===== config.mk =====
export PLATFORM = sky130hd
export DESIGN_NAME = internal_status_probe_mux
export DESIGN_NICKNAME = d
export VERILOG_FILES = /design/src/hdl/xtal_clock_dividers.v /design/src/hdl/internal_status_probe_mux.v
export VERILOG_INCLUDE_DIRS = /design/src /design/src/hdl
export SDC_FILE = /design/constraint.sdc
export NUM_CORES = 1
export LEC_CHECK = 0
export BUFFER_PORTS_ARGS = -buffer_cell sky130_fd_sc_hd__buf_2
export CAP_MARGIN = 20
export CORE_ASPECT_RATIO = 0.7
export CORE_MARGIN = 2
export CORE_UTILIZATION = 53
export CTS_BUF_LIST = sky130_fd_sc_hd__clkbuf_2 sky130_fd_sc_hd__clkbuf_4 sky130_fd_sc_hd__clkbuf_8
export CTS_CLUSTER_DIAMETER = 200
export DETAILED_ROUTE_END_ITERATION = 7
export PLACE_DENSITY_LB_ADDON = 0.25
export SETUP_SLACK_MARGIN = 0.2
export SLEW_MARGIN = 20
export SYNTH_ARGS = -nofsm -noshare
export SYNTH_HDL_FRONTEND = slang
export SYNTH_SLANG_ARGS = --single-unit

===== constraint.sdc =====
create_clock -name ref_clk -period 1.9 [get_ports ref_clk]
set_input_delay 0.095 -clock ref_clk [delete_from_list [all_inputs] [get_ports ref_clk]]
set_output_delay 0.095 -clock ref_clk [all_outputs]
set_load 0.01 [all_outputs]

===== src/hdl/probe_mux_regs.vh =====
`ifndef PROBE_MUX_REGS_VH
`define PROBE_MUX_REGS_VH

// ****************************************
// register offsets on the serial port
// ****************************************
`define PROBE_CONFIG_ADDR     7'h04
`define OUTPUT_ROUTING_ADDR   7'h05
`define INTERNAL_STATUS_ADDR  7'h0E

// ****************************************
// serial frame layout
// ****************************************
`define CMD_READ_BIT          7
`define FRAME_CMD_LAST        5'h07
`define FRAME_DATA_LAST       5'h0F
`define FRAME_DONE            5'h10

// ****************************************
// field positions and reset values
// ****************************************
`define PROBE_SEL_LSB         0
`define GP1_SEL_LSB           0
`define GP2_SEL_LSB           4
`define PROBE_SEL_RST         3'h0
`define GP_SEL_RST            3'h0

// ****************************************
// clock and timing
// ****************************************
`define REF_CLK_HZ            10000000
`define OSC_SETTLE_NS         400
`define OSC_SETTLE_CYC        ((`OSC_SETTLE_NS * (`REF_CLK_HZ / 1000000) + 999) / 1000)
`define DIV_QUARTER_BIT       1
`define DIV_SIXTEENTH_BIT     3

`endif


===== src/hdl/xtal_clock_dividers.v =====
`timescale 1ns/1ps
`include "probe_mux_regs.vh"

// free-running divider chain on the crystal clock
module xtal_clock_dividers (
	input  wire       ref_clk,        // crystal clock
	input  wire       arst_n,         // async reset, active low
	input  wire [2:0] ckdiv,          // clock output ratio select
	output wire       xtal_quarter,   // crystal clock / 4
	output wire       xtal_sixteenth, // crystal clock / 16
	output reg        ckout           // crystal clock / 2^(ckdiv+1)
);

	reg  [7:0] div_count;
	wire [7:0] next_div_count;

	assign next_div_count = div_count + 8'h01;

	// ****************************************
	// counter and taps
	// ****************************************
	// bits of a binary counter are clean divided clocks, no glitch from decode
	always @(posedge ref_clk or negedge arst_n) begin
		if (!arst_n) begin
			div_count <= 8'h00;
			ckout     <= 1'b0;
		end else begin
			div_count <= next_div_count;
			ckout     <= next_div_count[ckdiv];
		end
	end

	assign xtal_quarter   = div_count[`DIV_QUARTER_BIT];
	assign xtal_sixteenth = div_count[`DIV_SIXTEENTH_BIT];

endmodule // xtal_clock_dividers


===== src/hdl/internal_status_probe_mux.v =====
// Function
// - selector picks one of eight status groups
// - selector 0, bit 0 shows no-clock flag
// - selector 0, bit 1 shows crystal/4
// - selector 0, bit 2 shows crystal/16
// - selector 0, bit 3 shows clock output
// - internal enable is pin OR bit, selector 2
// - data and enable: soft bit OR pin
// - selector 3 shows tank code, divider kind
// - routing register at 0x05 selects both outputs
// - probe selector lives in register 0x04
// - selector 4 shows emulation code, amplifier-power-nonzero flag
// - selectors 5, 6 show integer and fraction
// - selector 7 shows lock and amplifier enable
// - divider kind reads 1 in fractional mode
`timescale 1ns/1ps
`include "probe_mux_regs.vh"

module internal_status_probe_mux (
	input  wire        ref_clk,              // crystal clock, 10 MHz
	input  wire        arst_n,               // async reset, active low
	input  wire        enable_pin,           // external enable pin
	input  wire        tx_bit_pin,           // external transmit data pin
	input  wire        spi_cs_n,             // serial chip select, active low
	input  wire        spi_sclk,             // serial clock from host
	input  wire        spi_sdi,              // serial data from host
	output wire        spi_sdo,              // serial data to host
	output wire        spi_sdo_oe,           // high while sdo is driven
	input  wire        osc_enable,           // crystal oscillator switched on
	input  wire        enable_soft,          // enable register bit
	input  wire        tx_bit_soft,          // transmit data register bit
	input  wire [2:0]  ckdiv,                // clock output ratio field
	input  wire [4:0]  tank_code_serial,     // serial-mode tank tuning code
	input  wire [4:0]  tank_code_emul,       // emulation-mode tank tuning code
	input  wire [4:0]  pa_power,             // amplifier power value
	input  wire [3:0]  synth_integer,        // divider integer word
	input  wire [11:0] synth_fraction,       // divider fractional word
	input  wire        frac_mode,            // synthesizer in fractional mode
	input  wire        pll_locked,           // synthesizer lock detect
	input  wire        pa_enable,            // amplifier enable flag
	output reg         internal_enable,      // combined enable
	output reg         tx_data,              // combined transmit data
	output reg         general_output_one,   // routed output one
	output reg         general_output_two,   // routed output two
	output wire        ckout,                // divided clock output
	output reg  [7:0]  internal_status,      // status register contents
	output wire [2:0]  probe_selector_field  // current probe selector
);

	// ****************************************
	// declarations
	// ****************************************
	localparam NUM_SYNC = 5;

	wire [NUM_SYNC-1:0] pin_raw;
	wire [NUM_SYNC-1:0] sync_out;
	wire                en_pin_s;
	wire                tx_pin_s;
	wire                cs_n_s;
	wire                sclk_s;
	wire                sdi_s;
	reg                 sclk_prev;
	wire                sclk_rise;

	wire                xtal_quarter;
	wire                xtal_sixteenth;

	reg  [2:0]          probe_sel;
	reg  [2:0]          gp1_sel;
	reg  [2:0]          gp2_sel;

	reg                 nock;
	reg  [7:0]          settle_count;
	wire                notover;
	reg  [7:0]          next_status;

	reg  [4:0]          bit_count;
	reg  [7:0]          shift_in;
	reg  [7:0]          shift_out;
	reg  [7:0]          cmd;
	reg                 rd_phase;
	wire [7:0]          frame_byte;
	wire                wr_strobe;

	// ****************************************
	// decode helpers
	// ****************************************
	// routing choices shared by both general outputs
	function route_pick;
		input [2:0] sel;
		input [7:0] src;
		begin
			route_pick = src[sel];
		end
	endfunction

	// register read map; unmapped offsets answer zero
	function [7:0] reg_read;
		input [6:0] addr;
		input [2:0] psel;
		input [2:0] g1;
		input [2:0] g2;
		input [7:0] stat;
		begin
			case (addr)
				`PROBE_CONFIG_ADDR:    reg_read = {5'h00, psel};
				`OUTPUT_ROUTING_ADDR:  reg_read = {1'b0, g2, 1'b0, g1};
				`INTERNAL_STATUS_ADDR: reg_read = stat;
				default:               reg_read = 8'h00;
			endcase
		end
	endfunction

	// ****************************************
	// pin synchronisers
	// ****************************************
	assign pin_raw = {spi_sdi, spi_sclk, spi_cs_n, tx_bit_pin, enable_pin};

	// two flops per pin; the first stage feeds only the second
	genvar gi;
	generate
		for (gi = 0; gi < NUM_SYNC; gi = gi + 1) begin : g_sync
			reg stage_a;
			reg stage_b;
			// own flops per pin, so no vector bit has two driving processes
			always @(posedge ref_clk or negedge arst_n) begin
				if (!arst_n) begin
					stage_a <= (gi == 2) ? 1'b1 : 1'b0;
					stage_b <= (gi == 2) ? 1'b1 : 1'b0;
				end else begin
					stage_a <= pin_raw[gi];
					stage_b <= stage_a;
				end
			end
			assign sync_out[gi] = stage_b;
		end
	endgenerate

	assign en_pin_s = sync_out[0];
	assign tx_pin_s = sync_out[1];
	assign cs_n_s   = sync_out[2];
	assign sclk_s   = sync_out[3];
	assign sdi_s    = sync_out[4];

	// edge detect works on the settled copy only
	always @(posedge ref_clk or negedge arst_n) begin
		if (!arst_n) begin
			sclk_prev <= 1'b0;
		end else begin
			sclk_prev <= sclk_s;
		end
	end

	assign sclk_rise = sclk_s & ~sclk_prev;

	// ****************************************
	// crystal dividers
	// ****************************************
	xtal_clock_dividers u_dividers (
		.ref_clk        (ref_clk),
		.arst_n         (arst_n),
		.ckdiv          (ckdiv),
		.xtal_quarter   (xtal_quarter),
		.xtal_sixteenth (xtal_sixteenth),
		.ckout          (ckout)
	);

	// ****************************************
	// no-clock flag
	// ****************************************
	// flag holds high until the oscillator has run a settle interval
	always @(posedge ref_clk or negedge arst_n) begin
		if (!arst_n) begin
			nock         <= 1'b1;
			settle_count <= 8'h00;
		end else if (!osc_enable) begin
			nock         <= 1'b1;
			settle_count <= 8'h00;
		end else if ({24'h000000, settle_count} == `OSC_SETTLE_CYC) begin
			nock         <= 1'b0;
		end else begin
			settle_count <= settle_count + 8'h01;
		end
	end

	// ****************************************
	// pin and bit combining
	// ****************************************
	// either source asserts; no priority between them
	always @(posedge ref_clk or negedge arst_n) begin
		if (!arst_n) begin
			internal_enable <= 1'b0;
			tx_data         <= 1'b0;
		end else begin
			internal_enable <= en_pin_s | enable_soft;
			tx_data         <= tx_pin_s | tx_bit_soft;
		end
	end

	// ****************************************
	// status multiplexer
	// ****************************************
	assign notover = |pa_power;

	// group select; dashes in the map become zero
	always @* begin
		next_status = 8'h00;
		case (probe_sel)
			3'h0: next_status = {4'h0, ckout, xtal_sixteenth, xtal_quarter, nock};
			3'h1: next_status = 8'h00;
			3'h2: next_status = {4'h0, internal_enable, 3'h0};
			3'h3: next_status = {1'b0, frac_mode, 1'b0, tank_code_serial};
			3'h4: next_status = {2'h0, notover, tank_code_emul};
			3'h5: next_status = {synth_integer, synth_fraction[11:8]};
			3'h6: next_status = synth_fraction[7:0];
			3'h7: next_status = {6'h00, pll_locked, pa_enable};
			default: next_status = 8'h00;
		endcase
	end

	// sampled every edge so a read is at most one cycle stale
	always @(posedge ref_clk or negedge arst_n) begin
		if (!arst_n) begin
			internal_status <= 8'h00;
		end else begin
			internal_status <= next_status;
		end
	end

	// ****************************************
	// serial register port
	// ****************************************
	// sclk is oversampled, so it must stay well below ref_clk / 8
	assign frame_byte = {shift_in[6:0], sdi_s};
	assign wr_strobe  = sclk_rise & ~cs_n_s & (bit_count == `FRAME_DATA_LAST) &
	                    ~cmd[`CMD_READ_BIT];

	always @(posedge ref_clk or negedge arst_n) begin
		if (!arst_n) begin
			bit_count <= 5'h00;
			shift_in  <= 8'h00;
			shift_out <= 8'h00;
			cmd       <= 8'h00;
			rd_phase  <= 1'b0;
		end else if (cs_n_s) begin
			bit_count <= 5'h00;
			rd_phase  <= 1'b0;
		end else if (sclk_rise && bit_count != `FRAME_DONE) begin
			shift_in  <= frame_byte;
			bit_count <= bit_count + 5'h01;
			if (bit_count == `FRAME_CMD_LAST) begin
				cmd <= frame_byte;
				if (frame_byte[`CMD_READ_BIT]) begin
					// load after the command so bit 7 is ready at the next sample
					shift_out <= reg_read(frame_byte[6:0], probe_sel, gp1_sel, gp2_sel, internal_status);
					rd_phase  <= 1'b1;
				end
			end else if (bit_count > `FRAME_CMD_LAST) begin
				shift_out <= {shift_out[6:0], 1'b0};
			end
		end
	end

	assign spi_sdo    = shift_out[7];
	assign spi_sdo_oe = rd_phase;

	// ****************************************
	// configuration registers
	// ****************************************
	// bits not backed by a field are dropped on write and read as zero
	always @(posedge ref_clk or negedge arst_n) begin
		if (!arst_n) begin
			probe_sel <= `PROBE_SEL_RST;
			gp1_sel   <= `GP_SEL_RST;
			gp2_sel   <= `GP_SEL_RST;
		end else if (wr_strobe) begin
			if (cmd[6:0] == `PROBE_CONFIG_ADDR) begin
				probe_sel <= frame_byte[`PROBE_SEL_LSB +: 3];
			end
			if (cmd[6:0] == `OUTPUT_ROUTING_ADDR) begin
				gp1_sel <= frame_byte[`GP1_SEL_LSB +: 3];
				gp2_sel <= frame_byte[`GP2_SEL_LSB +: 3];
			end
		end
	end

	assign probe_selector_field = probe_sel;

	// ****************************************
	// general output routing
	// ****************************************
	// same source list for both outputs keeps the map easy to remember
	always @(posedge ref_clk or negedge arst_n) begin
		if (!arst_n) begin
			general_output_one <= 1'b0;
			general_output_two <= 1'b0;
		end else begin
			general_output_one <= route_pick(gp1_sel, {tx_data, internal_enable, pa_enable,
				pll_locked, xtal_sixteenth, xtal_quarter, ckout, 1'b0});
			general_output_two <= route_pick(gp2_sel, {tx_data, internal_enable, pa_enable,
				pll_locked, xtal_sixteenth, xtal_quarter, ckout, 1'b0});
		end
	end

endmodule // internal_status_probe_mux


-- Yosys cells after proc, flatten, opt, wreduce, memory -nomap -nowiden
Index checks and enable logic that the tools add are counted.
- order comparisons: 4
- mux-type cells: 21
- equal/unequal tests: 19
- $add $sub $neg: 3
- bitwise gates (word level): 9
- reduce and logical (&&, ||, !) cells: 13
- operators by type and width (operator ; number):
    $pmux 8 s8 ; 1
    $mux 8 ; 5
    $eq 7x3->1 const B ; 4
    $pmux 8 s3 ; 1
    $add 8x1->8 const B ; 2
    $eq 3x3->1 const B ; 4
    $lt 3x4->1 const B ; 3
    $mux 5 ; 2
    $bmux 1 s3 ; 3
    $mux 1 ; 9
    $eq 8x3->1 const B ; 1
    $reduce_bool 2->1 ; 4
    $eq 7x4->1 const B ; 1
    $eq 3x2->1 const B ; 2
    $reduce_and 2->1 ; 3
    $reduce_and 3->1 ; 2
    $add 5x1->5 const B ; 1
    $eq 5x3->1 const B ; 1
    $eq 5x4->1 const B ; 1
    $gt 5x3->1 const B ; 1
    $ne 5x5->1 const B ; 1
    $reduce_or 5->1 ; 1
    $and 1x1->1 ; 4
    $ne 2x2->1 const B ; 2
    7 further kinds ; 10
- logic and storage cells: 97
- input port bits: 47
- register bits: 79
- output and inout bits: 18

-- Longest topological paths before layout
Gate-level depths: netlist of the first run.
- depth after elaboration: 6
- mapped depth: 7
- depth with buffers taken out: 7

-- By module
A second synthesis of the first run with hierarchy kept.
- cell total of the unflattened synthesis: 337
- area total of the unflattened synthesis: 3764.9 um^2
- modules (own cells, without submodules) (module ; instances ; area each (um^2) ; cells each):
    internal_status_probe_mux ; 1 ; 3231.8 ; 286
    xtal_clock_dividers ; 1 ; 533.0 ; 51

-- Least setup slack after synthesis of the first run
No wires, ideal clock.
- path kind: register -> register
- start point: reg bit_count[0]
- end point: reg probe_sel[0] (netlist: probe_selector_field[0])
- setup time: 125 ps
- data arrival time: 1831 ps
- cell stages (with the launch flop): 8
- period minus slack after synthesis: 1956 ps
- slack: -56 ps
- buffers on the path: 0
- required time: 1775 ps
- cell sequence: dfrtp_1 > ha_1 > and3_1 > ha_1 > nor4b_1 > nand3_1 > nor2_1 > mux2_2
- cells in the longest elaborated chain, start to end: 4
- RTL lines (element ; line ; source):
    from (decl) ; internal_status_probe_mux.v:77 ; reg [4:0] bit_count;
    from (signal assigned) ; internal_status_probe_mux.v:250 ; bit_count <= bit_count + 5'h01;
    $eq 5x4->1 (no line) ; - ;
    $and 1x1->1 (2 in series) ; internal_status_probe_mux.v:235 ; assign wr_strobe = sclk_rise & ~cs_n_s & (bit_count == `FRAME_DATA_LAST) &
    $reduce_and 2->1 (no line) ; - ;
    to (signal assigned) ; internal_status_probe_mux.v:273 ; probe_sel <= `PROBE_SEL_RST;
    to (signal assigned) ; internal_status_probe_mux.v:278 ; probe_sel <= frame_byte[`PROBE_SEL_LSB +: 3];
    to (decl) ; internal_status_probe_mux.v:68 ; reg [2:0] probe_sel;
No other way between the ends.
A chain may end at the register's enable or synchronous reset.

-- Worst setup path after layout of the first run
- start point: reg bit_count[1]
- end point: reg cmd[4]
- cells in the longest elaborated chain, start to end: 3
- RTL lines (element ; line ; source):
    $ne 5x5->1 (no line) ; - ;
    $logic_and 1x1->1 (no line) ; - ;
    $reduce_and 3->1 (no line) * ; - ;
    to (signal assigned) ; internal_status_probe_mux.v:252 ; cmd <= frame_byte;
    to (decl) ; internal_status_probe_mux.v:80 ; reg [7:0] cmd;
Mark *: on every way between the ends. The rest lies on a longest branch, timed or not.

==> results of run 1 <==
what timing repair did:
item / 4_1_cts / 5_1_grt
endpoints found under the hold margin: 51 / 0
endpoints found under the setup margin: 21 / 29
hold buffers: 13 / 0
pin swaps: 0 / 7
cloned: 0 / 0
buffers inserted: 0 / 1
gates resized for setup: 7 / 9
per-layer routing:
layer | routed length [um] | vias up | share of wire (%)
met1 | 4221 | 1490 | 47
met4 | 140 | 0 | 1.5
met3 | 601 | 13 | 6.6
li1 | - | 1475 | -
met2 | 4093 | 106 | 45
met5 | 0 | - | 0
cell families after synthesis:
group                      synth area share [%]
and+or+nand+nor                           16.89
AOI/OAI and AO/OA                         13.88
xor gates and xnor gates                  2.492
muxes                                     10.26
adders and majority gates                 1.942
DFF                                       51.23
buffers and inverters                     3.301
final cells by class:
class	count	area, um^2	share of cell area [%]
inverter	14	52.55	1.084
clock inverter	6	68.82	1.419
tap	98	122.6	2.529
clock buffer	10	131.4	2.710
timing repair buffer	98	626.9	12.93
multi-input combinational	247	1864	38.45
sequential	79	1982	40.88
cell usage after synthesis, types with 7 or more instances:
master	instances
a21oi_1	10
buf_2	8
dfrtp_1	76
inv_1	14
mux2_2	25
mux2i_1	7
nand2_1	44
nand3_1	14
nor2_1	20
o21ai_0	17
registers in the layout (all words and copies together), names as in the netlist:
signal                cells
probe_selector_field      3
general_output_two        1
gp1_sel                   3
settle_count              8
internal_enable           1
bit_count                 5
general_output_one        1
sclk_prev                 1
shift_out                 8
u_dividers.div_count      8
gp2_sel                   3
u_dividers.ckout          1
en_pin_s                  1
g_sync.stage_b            3
cs_n_s                    1
shift_in                  7
cmd                       8
internal_status           8
spi_sdo_oe                1
g_sync.stage_a            5
tx_data                   1
nock                      1
final timing paths:
| kind | endpoint | start | depth (start not counted) |
|---|---|---|---|
| setup / recovery | cmd[4] | bit_count[1] | 5 |
| hold / removal | internal_status[6] | synth_integer[2] | 2 |
| setup reg to reg | cmd[4] | bit_count[1] | 5 |
| hold reg to reg | g_sync[3].stage_b | g_sync[3].stage_a | 0 |
| max in group asynchronous | cs_n_s | arst_n | 3 |
| min in group asynchronous | u_dividers.div_count[5] | arst_n | 2 |
worst max-delay path: cells and delay by family (launching register included):
kind / cells / cell delay (ns)
mux: 1 / 0.38
simple gates: 2 / 0.57
fa+ha+maj: 1 / 0.17
buf+inv: 1 / 0.15
flops: 1 / 0.41
power by group through the flow:
stage | logic [mW] | registers [mW] | clock network (mW)
2_1_floorplan | 0.156 | 1.82 | 0
3_3_place_gp | 0.278 | 1.86 | 0
3_5_place_dp | 0.292 | 1.86 | 0
4_1_cts | 0.314 | 1.83 | 1.29
5_1_grt | 0.361 | 1.85 | 1.36
6_report | 0.323 | 1.83 | 1.26
==> qor.yml, run 1 <==
synth:
  synthCells: 356
  syn_nets: 409
  synth_seq_cells: 79
  synthTopCellsByArea: "dfrtp_1 49%, mux2_2 7.3%, nand2_1 4.3%"
  synth_edf_count: 0
  synth_top_area_share_pct: 49.19
  synth_area_um2: 3866
  yosysSeqAreaShare_pct: 51.23
  yosysUniqueCellTypes: 60
  synth_top_cell_by_area: "dfrtp_1"
  syn_area_per_cell_um2: 10.86
  synthArstFlopShare_pct: 100.0
  yosysWarningCount: 0
  synth-main-ff-cell: "dfrtp_1"
timing:
  rsz0062_at_grt: "true"
  max-slew-margin-rel_pct: 64.58
  timing.final.crit_share_pct: 94.44
  worstMarginPinSlew_ns: 0.5313
  fmax_mhz: 557.3
  hold_viol_final: 0
  layout_setup_ws_ns: 0.1056
  drv_slew: 0
  fin_crit_ns: 1.794
  skew_ns: 0.01153
  setup_viol: 0
  hold_ws_ns: 0.03002
  setup_tns_ns: 0
worst_setup_path:
  endpoint_kind: "register"
  path_max_fanout: 10
  cp_slowest_cell: "dfrtp_1"
  crit_path_cell_trace: "ha_4, buf_4, and4bb_2, nand2_1, mux2_2"
  crit_type: "reg -> reg"
  critPathMaxStageDelay_ns: 0.41
  critPathRequiredTime_ns: 2.14
  crit_arrival_ns: 2.03
  cp-start-kind: "register"
  r2r_setup_slack_ns: 0.11
grt:
  grt.met2_usage_pct: 36.99
  met1_usage_pct: 33.85
  grt_max_degree: 42
  grt_most_used_layer: "met2"
  antenna_found_initial: 0
  grt_overflow: 0
  grt_usage_pct: 24.22
  grt_pass1_wl_um: 14770
  grt_pass1_vias: 3025
  met3_usage_pct: 7.699
layout:
  n_fill_cell: 516
  layout-drive-gt1-share_pct: 33.70
  nNetsFinal: 502
  area_growth_syn_to_layout_pct: 25.40
  final_area_um2: 4848
  utilization_pct: 67.44
  layout_commonest_cell: "dfrtp_1"
  layout_common_cells: "75 x dfrtp_1, 63 x buf_2, 44 x nand2_1"
  final_cells: 552
  diodes: 0
power:
  swShare_pct: 25.98
  combPwrFrac_pct: 9.5
  power_density_nw_per_um2: 704.0
  vdd_drop_max_mv: 0.4133
  seqPwrFrac_pct: 53.7
  switching_power_mw: 0.8868
  internal_power_mw: 2.526
  total_power_mw: 3.413
  pwr-share-clk_pct: 36.8
  power_leakage_nw: 2.249
place:
  pre_cts_slack_ns: 0.1000
  placedCellCount: 522
  gp_congestion: 0.8956
  io_buffers: 64
  hpwl_um: 6474
  placed_area_um2: 4429
floorplanning:
  rows: 26
  pin_count: 65
  chipHeight_um: 75.46
  start_util_pct: 53.78
  die_area_um2: 8005
  core_um2: 7189
  fp.dieW_um: 106.1
run_status:
  status: "finished clean"
route:
  drtPass1Iterations: 7
  final_antenna_net_count: 0
  finalWirelength_um: 9057
  wl_per_cell_um: 16.41
  via_count: 3084
  drtIter0Drc: 199
  drc: 0
  routed_via_density: 5.587
job:
  drv_cap: 0
clock_network:
  clock_sinks: 79
  clk_latency_ns: 0.35
  clkSlewWorstSetupHoldPaths_ns: 0.08
  clock_path_buffers: 2
  root_buffer: "clkbuf_8"
  h-tree-depth: 3
  cts_buffers: 9
  cts_tree: "built"
worst_hold_path:
  hold_path_class: "in -> reg"
Power figures use the tool's default switching activity.
==> run 2, diff against run 1 <==
--- a/config.mk
+++ b/config.mk
@@ -6,15 +6,17 @@
 export SDC_FILE = /design/constraint.sdc
 export NUM_CORES = 1
 export LEC_CHECK = 0
+export ABC_AREA = 1
 export BUFFER_PORTS_ARGS = -buffer_cell sky130_fd_sc_hd__buf_2
 export CAP_MARGIN = 20
 export CORE_ASPECT_RATIO = 0.7
 export CORE_MARGIN = 2
-export CORE_UTILIZATION = 53
+export CORE_UTILIZATION = 52
 export CTS_BUF_LIST = sky130_fd_sc_hd__clkbuf_2 sky130_fd_sc_hd__clkbuf_4 sky130_fd_sc_hd__clkbuf_8
 export CTS_CLUSTER_DIAMETER = 200
 export DETAILED_ROUTE_END_ITERATION = 7
 export PLACE_DENSITY_LB_ADDON = 0.25
+export REMOVE_ABC_BUFFERS = 1
 export SETUP_SLACK_MARGIN = 0.2
 export SLEW_MARGIN = 20
 export SYNTH_ARGS = -nofsm -noshare
==> run 2 against run 1 <==
Net effect:
- setup slack improved by 0.18 ns
- clock skew barely moved
- register-to-register slack better by 0.18 ns
- first-iteration DRC count increased by 30%
- sequential share of layout area shrank 0.28 points
- area after synthesis down 1.7%
- worst hold slack gained 0.014 ns
- critical endpoint is now gp1_sel[0]
- largest power group unchanged
==> qor.yml, run 2 <==
grt:
  grt_usage_pct: 23.63
  grt_max_degree: 44
  grt_overflow: 0
  antenna_found_initial: 0
  grt_pass1_wl_um: 14470
  grt_pass1_vias: 3170
synth:
  synth-main-ff-cell: "dfrtp_1"
  synthArstFlopShare_pct: 100.0
  synthTopCellsByArea: "dfrtp_1 50%, nand2_1 12%, nand3_1 5.8%"
  yosysSeqAreaShare_pct: 52.14
  yosysUniqueCellTypes: 36
  synth_top_area_share_pct: 50.07
  synth_seq_cells: 79
  synth_edf_count: 0
  synth_top_cell_by_area: "dfrtp_1"
  synthCells: 456
  synth_area_um2: 3799
  synth.most_common_cell: "nand2_1"
  synth_common_cells: "126 x nand2_1, 76 x dfrtp_1, 49 x inv_1"
  yosysWarningCount: 0
  syn_area_per_cell_um2: 8.330
clock_network:
  cts_tree: "built"
  root_buffer: "clkbuf_8"
  clk_latency_ns: 0.35
  cts_buffers: 9
  clock_sinks: 79
  clkSlewWorstSetupHoldPaths_ns: 0.08
  h-tree-depth: 3
  clock_path_buffers: 2
layout:
  n_fill_cell: 593
  area_growth_syn_to_layout_pct: 28.43
  layout-drive-gt1-share_pct: 23.47
  final_area_um2: 4878
  nNetsFinal: 619
  layout_common_cells: "123 x nand2_1, 76 x dfrtp_1, 63 x buf_2"
  layout_commonest_cell: "nand2_1"
timing:
  worstMarginPinSlew_ns: 0.5789
  timing.final.crit_share_pct: 85.13
  hold_ws_ns: 0.04429
  hold_viol_final: 0
  skew_ns: 0.01117
  setup_viol: 0
  drv_slew: 0
  max-slew-margin-rel_pct: 61.05
  fmax_mhz: 618.2
  rsz0062_at_grt: "true"
  setup_tns_ns: 0
  fin_crit_ns: 1.618
place:
  io_buffers: 64
  placed_area_um2: 4225
  gp_congestion: 0.8978
  hpwl_um: 6188
floorplanning:
  pin_count: 65
  chipHeight_um: 75.51
  die_area_um2: 8016
  start_util_pct: 52.84
  core_um2: 7189
  fp.dieW_um: 106.2
  rows: 26
power:
  power_leakage_nw: 2.427
  power_density_nw_per_um2: 756.6
  vdd_drop_max_mv: 0.5319
worst_hold_path:
  hold_path_class: "in -> reg"
worst_setup_path:
  crit_arrival_ns: 1.86
  crit_type: "reg -> reg"
  path_max_fanout: 6
  critPathRequiredTime_ns: 2.14
  cp-start-kind: "register"
  endpoint_kind: "register"
route:
  via_count: 3450
  drtIter0Drc: 258
  drtPass1Iterations: 5
  finalWirelength_um: 9155
  routed_via_density: 5.149
  wl_per_cell_um: 13.66
  final_antenna_net_count: 0
  drc: 0
job:
  drv_cap: 0
run_status:
  status: "finished clean"
-- run 2: cell types whose count changed in the layout (fill, tap and decap cells not counted), sizes merged, moves of 6 or more --
cell,change
inv,+43
mux2i,-7
o21ai,+28
a22oi,-6
nand2,+89
dlygate4sd3,+17
nand3,+32
nor2,+11
mux2,-25
nor2b,-6
buf,-11
xnor2,-6
-- run 2: layout make-up --
cell class / instances / area, um^2 / share of cell area (%)
multi-input cells: 312 / 1583 / 32.44
well taps: 98 / 122.6 / 2.513
clock buffers: 11 / 138.9 / 2.847
inverters: 60 / 234.0 / 4.796
flip-flops and latches: 79 / 1981 / 40.60
repair buffers: 104 / 710.7 / 14.57
clock inverters: 5 / 106.4 / 2.180
diodes: 1 / 2.502 / 0.05130
-- run 2: logic make-up after synthesis --
group | count (synthesis) | share of synthesized area, %
simple gates | 228 | 26.88
xor+xnor | 2 | 0.4612
buf+inv | 66 | 7.082
compound gates | 75 | 11.46
fa+ha+maj | 6 | 1.976
flops | 79 | 52.14
-- run 2: metal layers --
metal	up-vias	track usage [%]	wire length, um
met1	1608	32.63	4276
met4	0	7.018	127
met3	12	8.041	757
met2	128	35.97	3994
met5	-	0	0
li1	1702	-	-
-- run 2: worst paths after layout --
| kind | slack [ns] | to | depth (start not counted) | startpoint |
|---|---|---|---|---|
| setup / recovery | 0.28 | gp1_sel[0] | 9 | bit_count[0] |
| hold / removal | 0.04 | internal_status[2] | 5 | tank_code_emul[2] |
| setup reg to reg | 0.28 | gp1_sel[0] | 9 | bit_count[0] |
| hold reg to reg | 0.35 | g_sync[3].stage_b | 0 | g_sync[3].stage_a |
| max in group asynchronous | 1.01 | nock | 3 | arst_n |
| min in group asynchronous | 0.24 | spi_sdo_oe | 2 | arst_n |
-- run 2: per-stage QoR --
stage	std cells	setup WS (ns)	util (%)	total power, mW
floorplan	450	0.3355	-	2.000
global placement	613	0.2019	58.77	2.146
CTS	660	0.2078	66.52	3.704
detailed placement	613	0.1067	58.77	2.153
global route	669	0.1535	67.82	3.868
finish	670	0.2825	67.86	3.691
-- run 2: timing repair --
| action | CTS | global route |
|---|---|---|
| pin swaps | 0 | 4 |
| gates cloned | 1 | 0 |
| setup endpoints to repair | 6 | 20 |
| buffers inserted | 0 | 9 |
| hold buffers | 30 | 0 |
| endpoints found under the hold margin | 51 | 0 |
| resized for setup | 4 | 7 |
-- run 2: power breakdown --
| group | switching [mW] | leakage, nW | internal (mW) | total, mW |
|---|---|---|---|---|
| Sequential | 0.0581 | 1.03 | 1.75 | 1.80 |
| Clock | 0.596 | 0.121 | 0.904 | 1.50 |
| Combinational | 0.231 | 1.27 | 0.156 | 0.387 |
| Total | 0.885 | 2.43 | 2.81 | 3.69 |
-- run 2: critical path, stage by stage, from the launching register on --
cell	delay [ns]
dfrtp_1	0.42
ha_4	0.17
nand2_2	0.08
nor2_1	0.12
ha_1	0.17
nand2_1	0.10
nor2_4	0.14
nand2_2	0.13
nand2_1	0.13
o21ai_2	0.05
==> run 3, diff against run 2 <==
--- a/config.mk
+++ b/config.mk
@@ -11,7 +11,7 @@
 export CAP_MARGIN = 20
 export CORE_ASPECT_RATIO = 0.7
 export CORE_MARGIN = 2
-export CORE_UTILIZATION = 52
+export CORE_UTILIZATION = 58
 export CTS_BUF_LIST = sky130_fd_sc_hd__clkbuf_2 sky130_fd_sc_hd__clkbuf_4 sky130_fd_sc_hd__clkbuf_8
 export CTS_CLUSTER_DIAMETER = 200
 export DETAILED_ROUTE_END_ITERATION = 7
==> constraint.sdc (replaced) <==
create_clock -name ref_clk -period 1.8 [get_ports ref_clk]
set_input_delay 0.09 -clock ref_clk [delete_from_list [all_inputs] [get_ports ref_clk]]
set_output_delay 0.09 -clock ref_clk [all_outputs]
set_load 0.01 [all_outputs]
==> run 3 against run 2 <==
Net effect:
- via count rose by 6.0%
- final cell count decreased by 2.2%
- sequential cell count unchanged
- total power increased by 1.0%
- critical path type unchanged
- design area grew 1.6%
- clock power down 7%
- die area is 9.9% lower
- worst hold slack worse by 0.0037 ns
==> qor.yml, run 3 (same netlist as run 2, synthesis figures left out) <==
timing:
  worstMarginPinSlew_ns: 0.6393
  skew_ns: 0.007466
  timing.final.crit_share_pct: 90.67
  fmax_mhz: 612.7
  drv_slew: 0
  fin_crit_ns: 1.632
  setup_viol: 0
  max-slew-margin-rel_pct: 57.03
  hold_viol_final: 0
  rsz0062_at_grt: "true"
floorplanning:
  core_um2: 6276
  die_area_um2: 7223
  rows: 24
  fp.dieW_um: 100.7
  pin_count: 65
  start_util_pct: 60.53
  chipHeight_um: 71.71
worst_setup_path:
  cp_slowest_cell: "dfrtp_1"
  critPathRequiredTime_ns: 2.05
  endpoint_kind: "register"
  cpMostUsedCell: "nand2_4"
  cp-start-kind: "register"
  crit_arrival_ns: 1.88
  crit_type: "reg -> reg"
  crit_path_cell_trace: "ha_4, nand2_4, nor2_4, ha_4, nand2_4, nor2_4, nand2_4, nand2_2, o21ai_2"
  r2r-start: "bit_count[1]"
  critical_path.top_delay_family: "simple AND/OR/NAND/NOR gates"
  critPathLaunch: "bit_count[1]"
  critPathMaxStageDelay_ns: 0.42
  path_max_fanout: 6
  critPathBufInv: 0
clock_network:
  clock_path_buffers: 2
  h-tree-depth: 3
  cts_tree: "built"
  root_buffer: "clkbuf_8"
  cts_buffers: 9
  clkSlewWorstSetupHoldPaths_ns: 0.08
  clk_latency_ns: 0.36
  clock_sinks: 79
layout:
  layout_commonest_cell: "nand2_1"
  n_fill_cell: 406
  nNetsFinal: 624
  utilization_pct: 78.95
  area_growth_syn_to_layout_pct: 30.43
  layout_common_cells: "116 x nand2_1, 76 x dfrtp_1, 63 x buf_2"
  layout-drive-gt1-share_pct: 26.74
route:
  wl_per_cell_um: 15.71
  finalWirelength_um: 10290
  routed_via_density: 5.583
  via_count: 3657
  drtIter0Drc: 340
  drtPass1Iterations: 5
  drc: 0
  final_antenna_net_count: 0
worst_hold_path:
  worstHoldStart: "pa_power[0]"
  hold_path_class: "in -> reg"
power:
  vdd_drop_max_mv: 0.4524
  total_power_mw: 3.729
  power_density_nw_per_um2: 752.7
  power_leakage_nw: 2.526
place:
  gp_congestion: 0.8964
  io_buffers: 64
  hpwl_um: 6466
grt:
  grt_max_degree: 47
  grt_usage_pct: 29.68
  grt_pass1_wl_um: 16310
  antenna_found_initial: 1
  grt_overflow: 0
  grt_pass1_vias: 3411
run_status:
  status: "finished clean"
job:
  drv_cap: 0
[run 3: area by class of cell]
cell class              instances  area [um^2]  area share [%]
repair inverters                1        5.005          0.1010
diodes                          1        2.502         0.05051
well taps                      78        97.59           1.970
inverters                      60        230.2           4.646
flip-flops and latches         79         1981           39.97
clock buffers                  13        172.7           3.485
clock inverters                 3        40.04          0.8081
repair buffers                108        740.7           14.95
multi-input cells             312         1685           34.02
[run 3: worst paths after layout]
check	endpoint	slack [ns]	depth (start not counted)
setup / recovery	gp2_sel[2]	0.17	9
max in group asynchronous	nock	0.93	3
min in group asynchronous	bit_count[3]	0.22	2
hold / removal	internal_status[5]	0.04	4
hold reg to reg	g_sync[4].stage_b	0.35	0
setup reg to reg	gp2_sel[2]	0.17	9
[run 3: worst register-to-register path, delay by kind of cell (launching register included)]
family	cells	cell delay [ns]
simple gates	6	0.74
flops	1	0.42
fa+ha+maj	2	0.33
compound gates	1	0.06
[run 3: per-layer routing]
layer  global-route usage [%]  share of wire, %  vias to the layer above  routed length, um
met5                        0                 0                        -                  0
met4                    10.05               2.7                        0                279
met3                    8.488               9.2                       46                949
met2                    45.41                46                      226               4724
met1                    41.16                42                     1667               4336
li1                         -                 -                     1718                  -
[run 3: what timing repair did]
action	CTS	global route
hold buffers	30	0
setup buffers	2	9
endpoints found under the setup margin	13	23
hold endpoints to repair	50	0
cloned	1	1
pin swaps	2	13
gates resized for setup	9	29
[run 3: where the power goes]
part	internal (mW)	leakage (nW)	total [mW]	switching [mW]
logic	0.176	1.38	0.432	0.256
clock network	0.766	0.113	1.39	0.628
registers	1.84	1.03	1.90	0.0617
[run 3: through the flow]
stage	hold slack, ns	TNS [ns]	area, um^2	worst slack (ns)	std cells
final	0.04056	0	4955	0.1679	655
after floorplan	-0.2056	0	3760	0.2355	450
after global routing	0.05361	0	4955	0.08651	655
after CTS	0.02990	0	4772	0.1842	644
after global placement	0.06635	0	4215	0.1056	595
after detailed placement	0.06730	-0.09427	4215	-0.05198	595
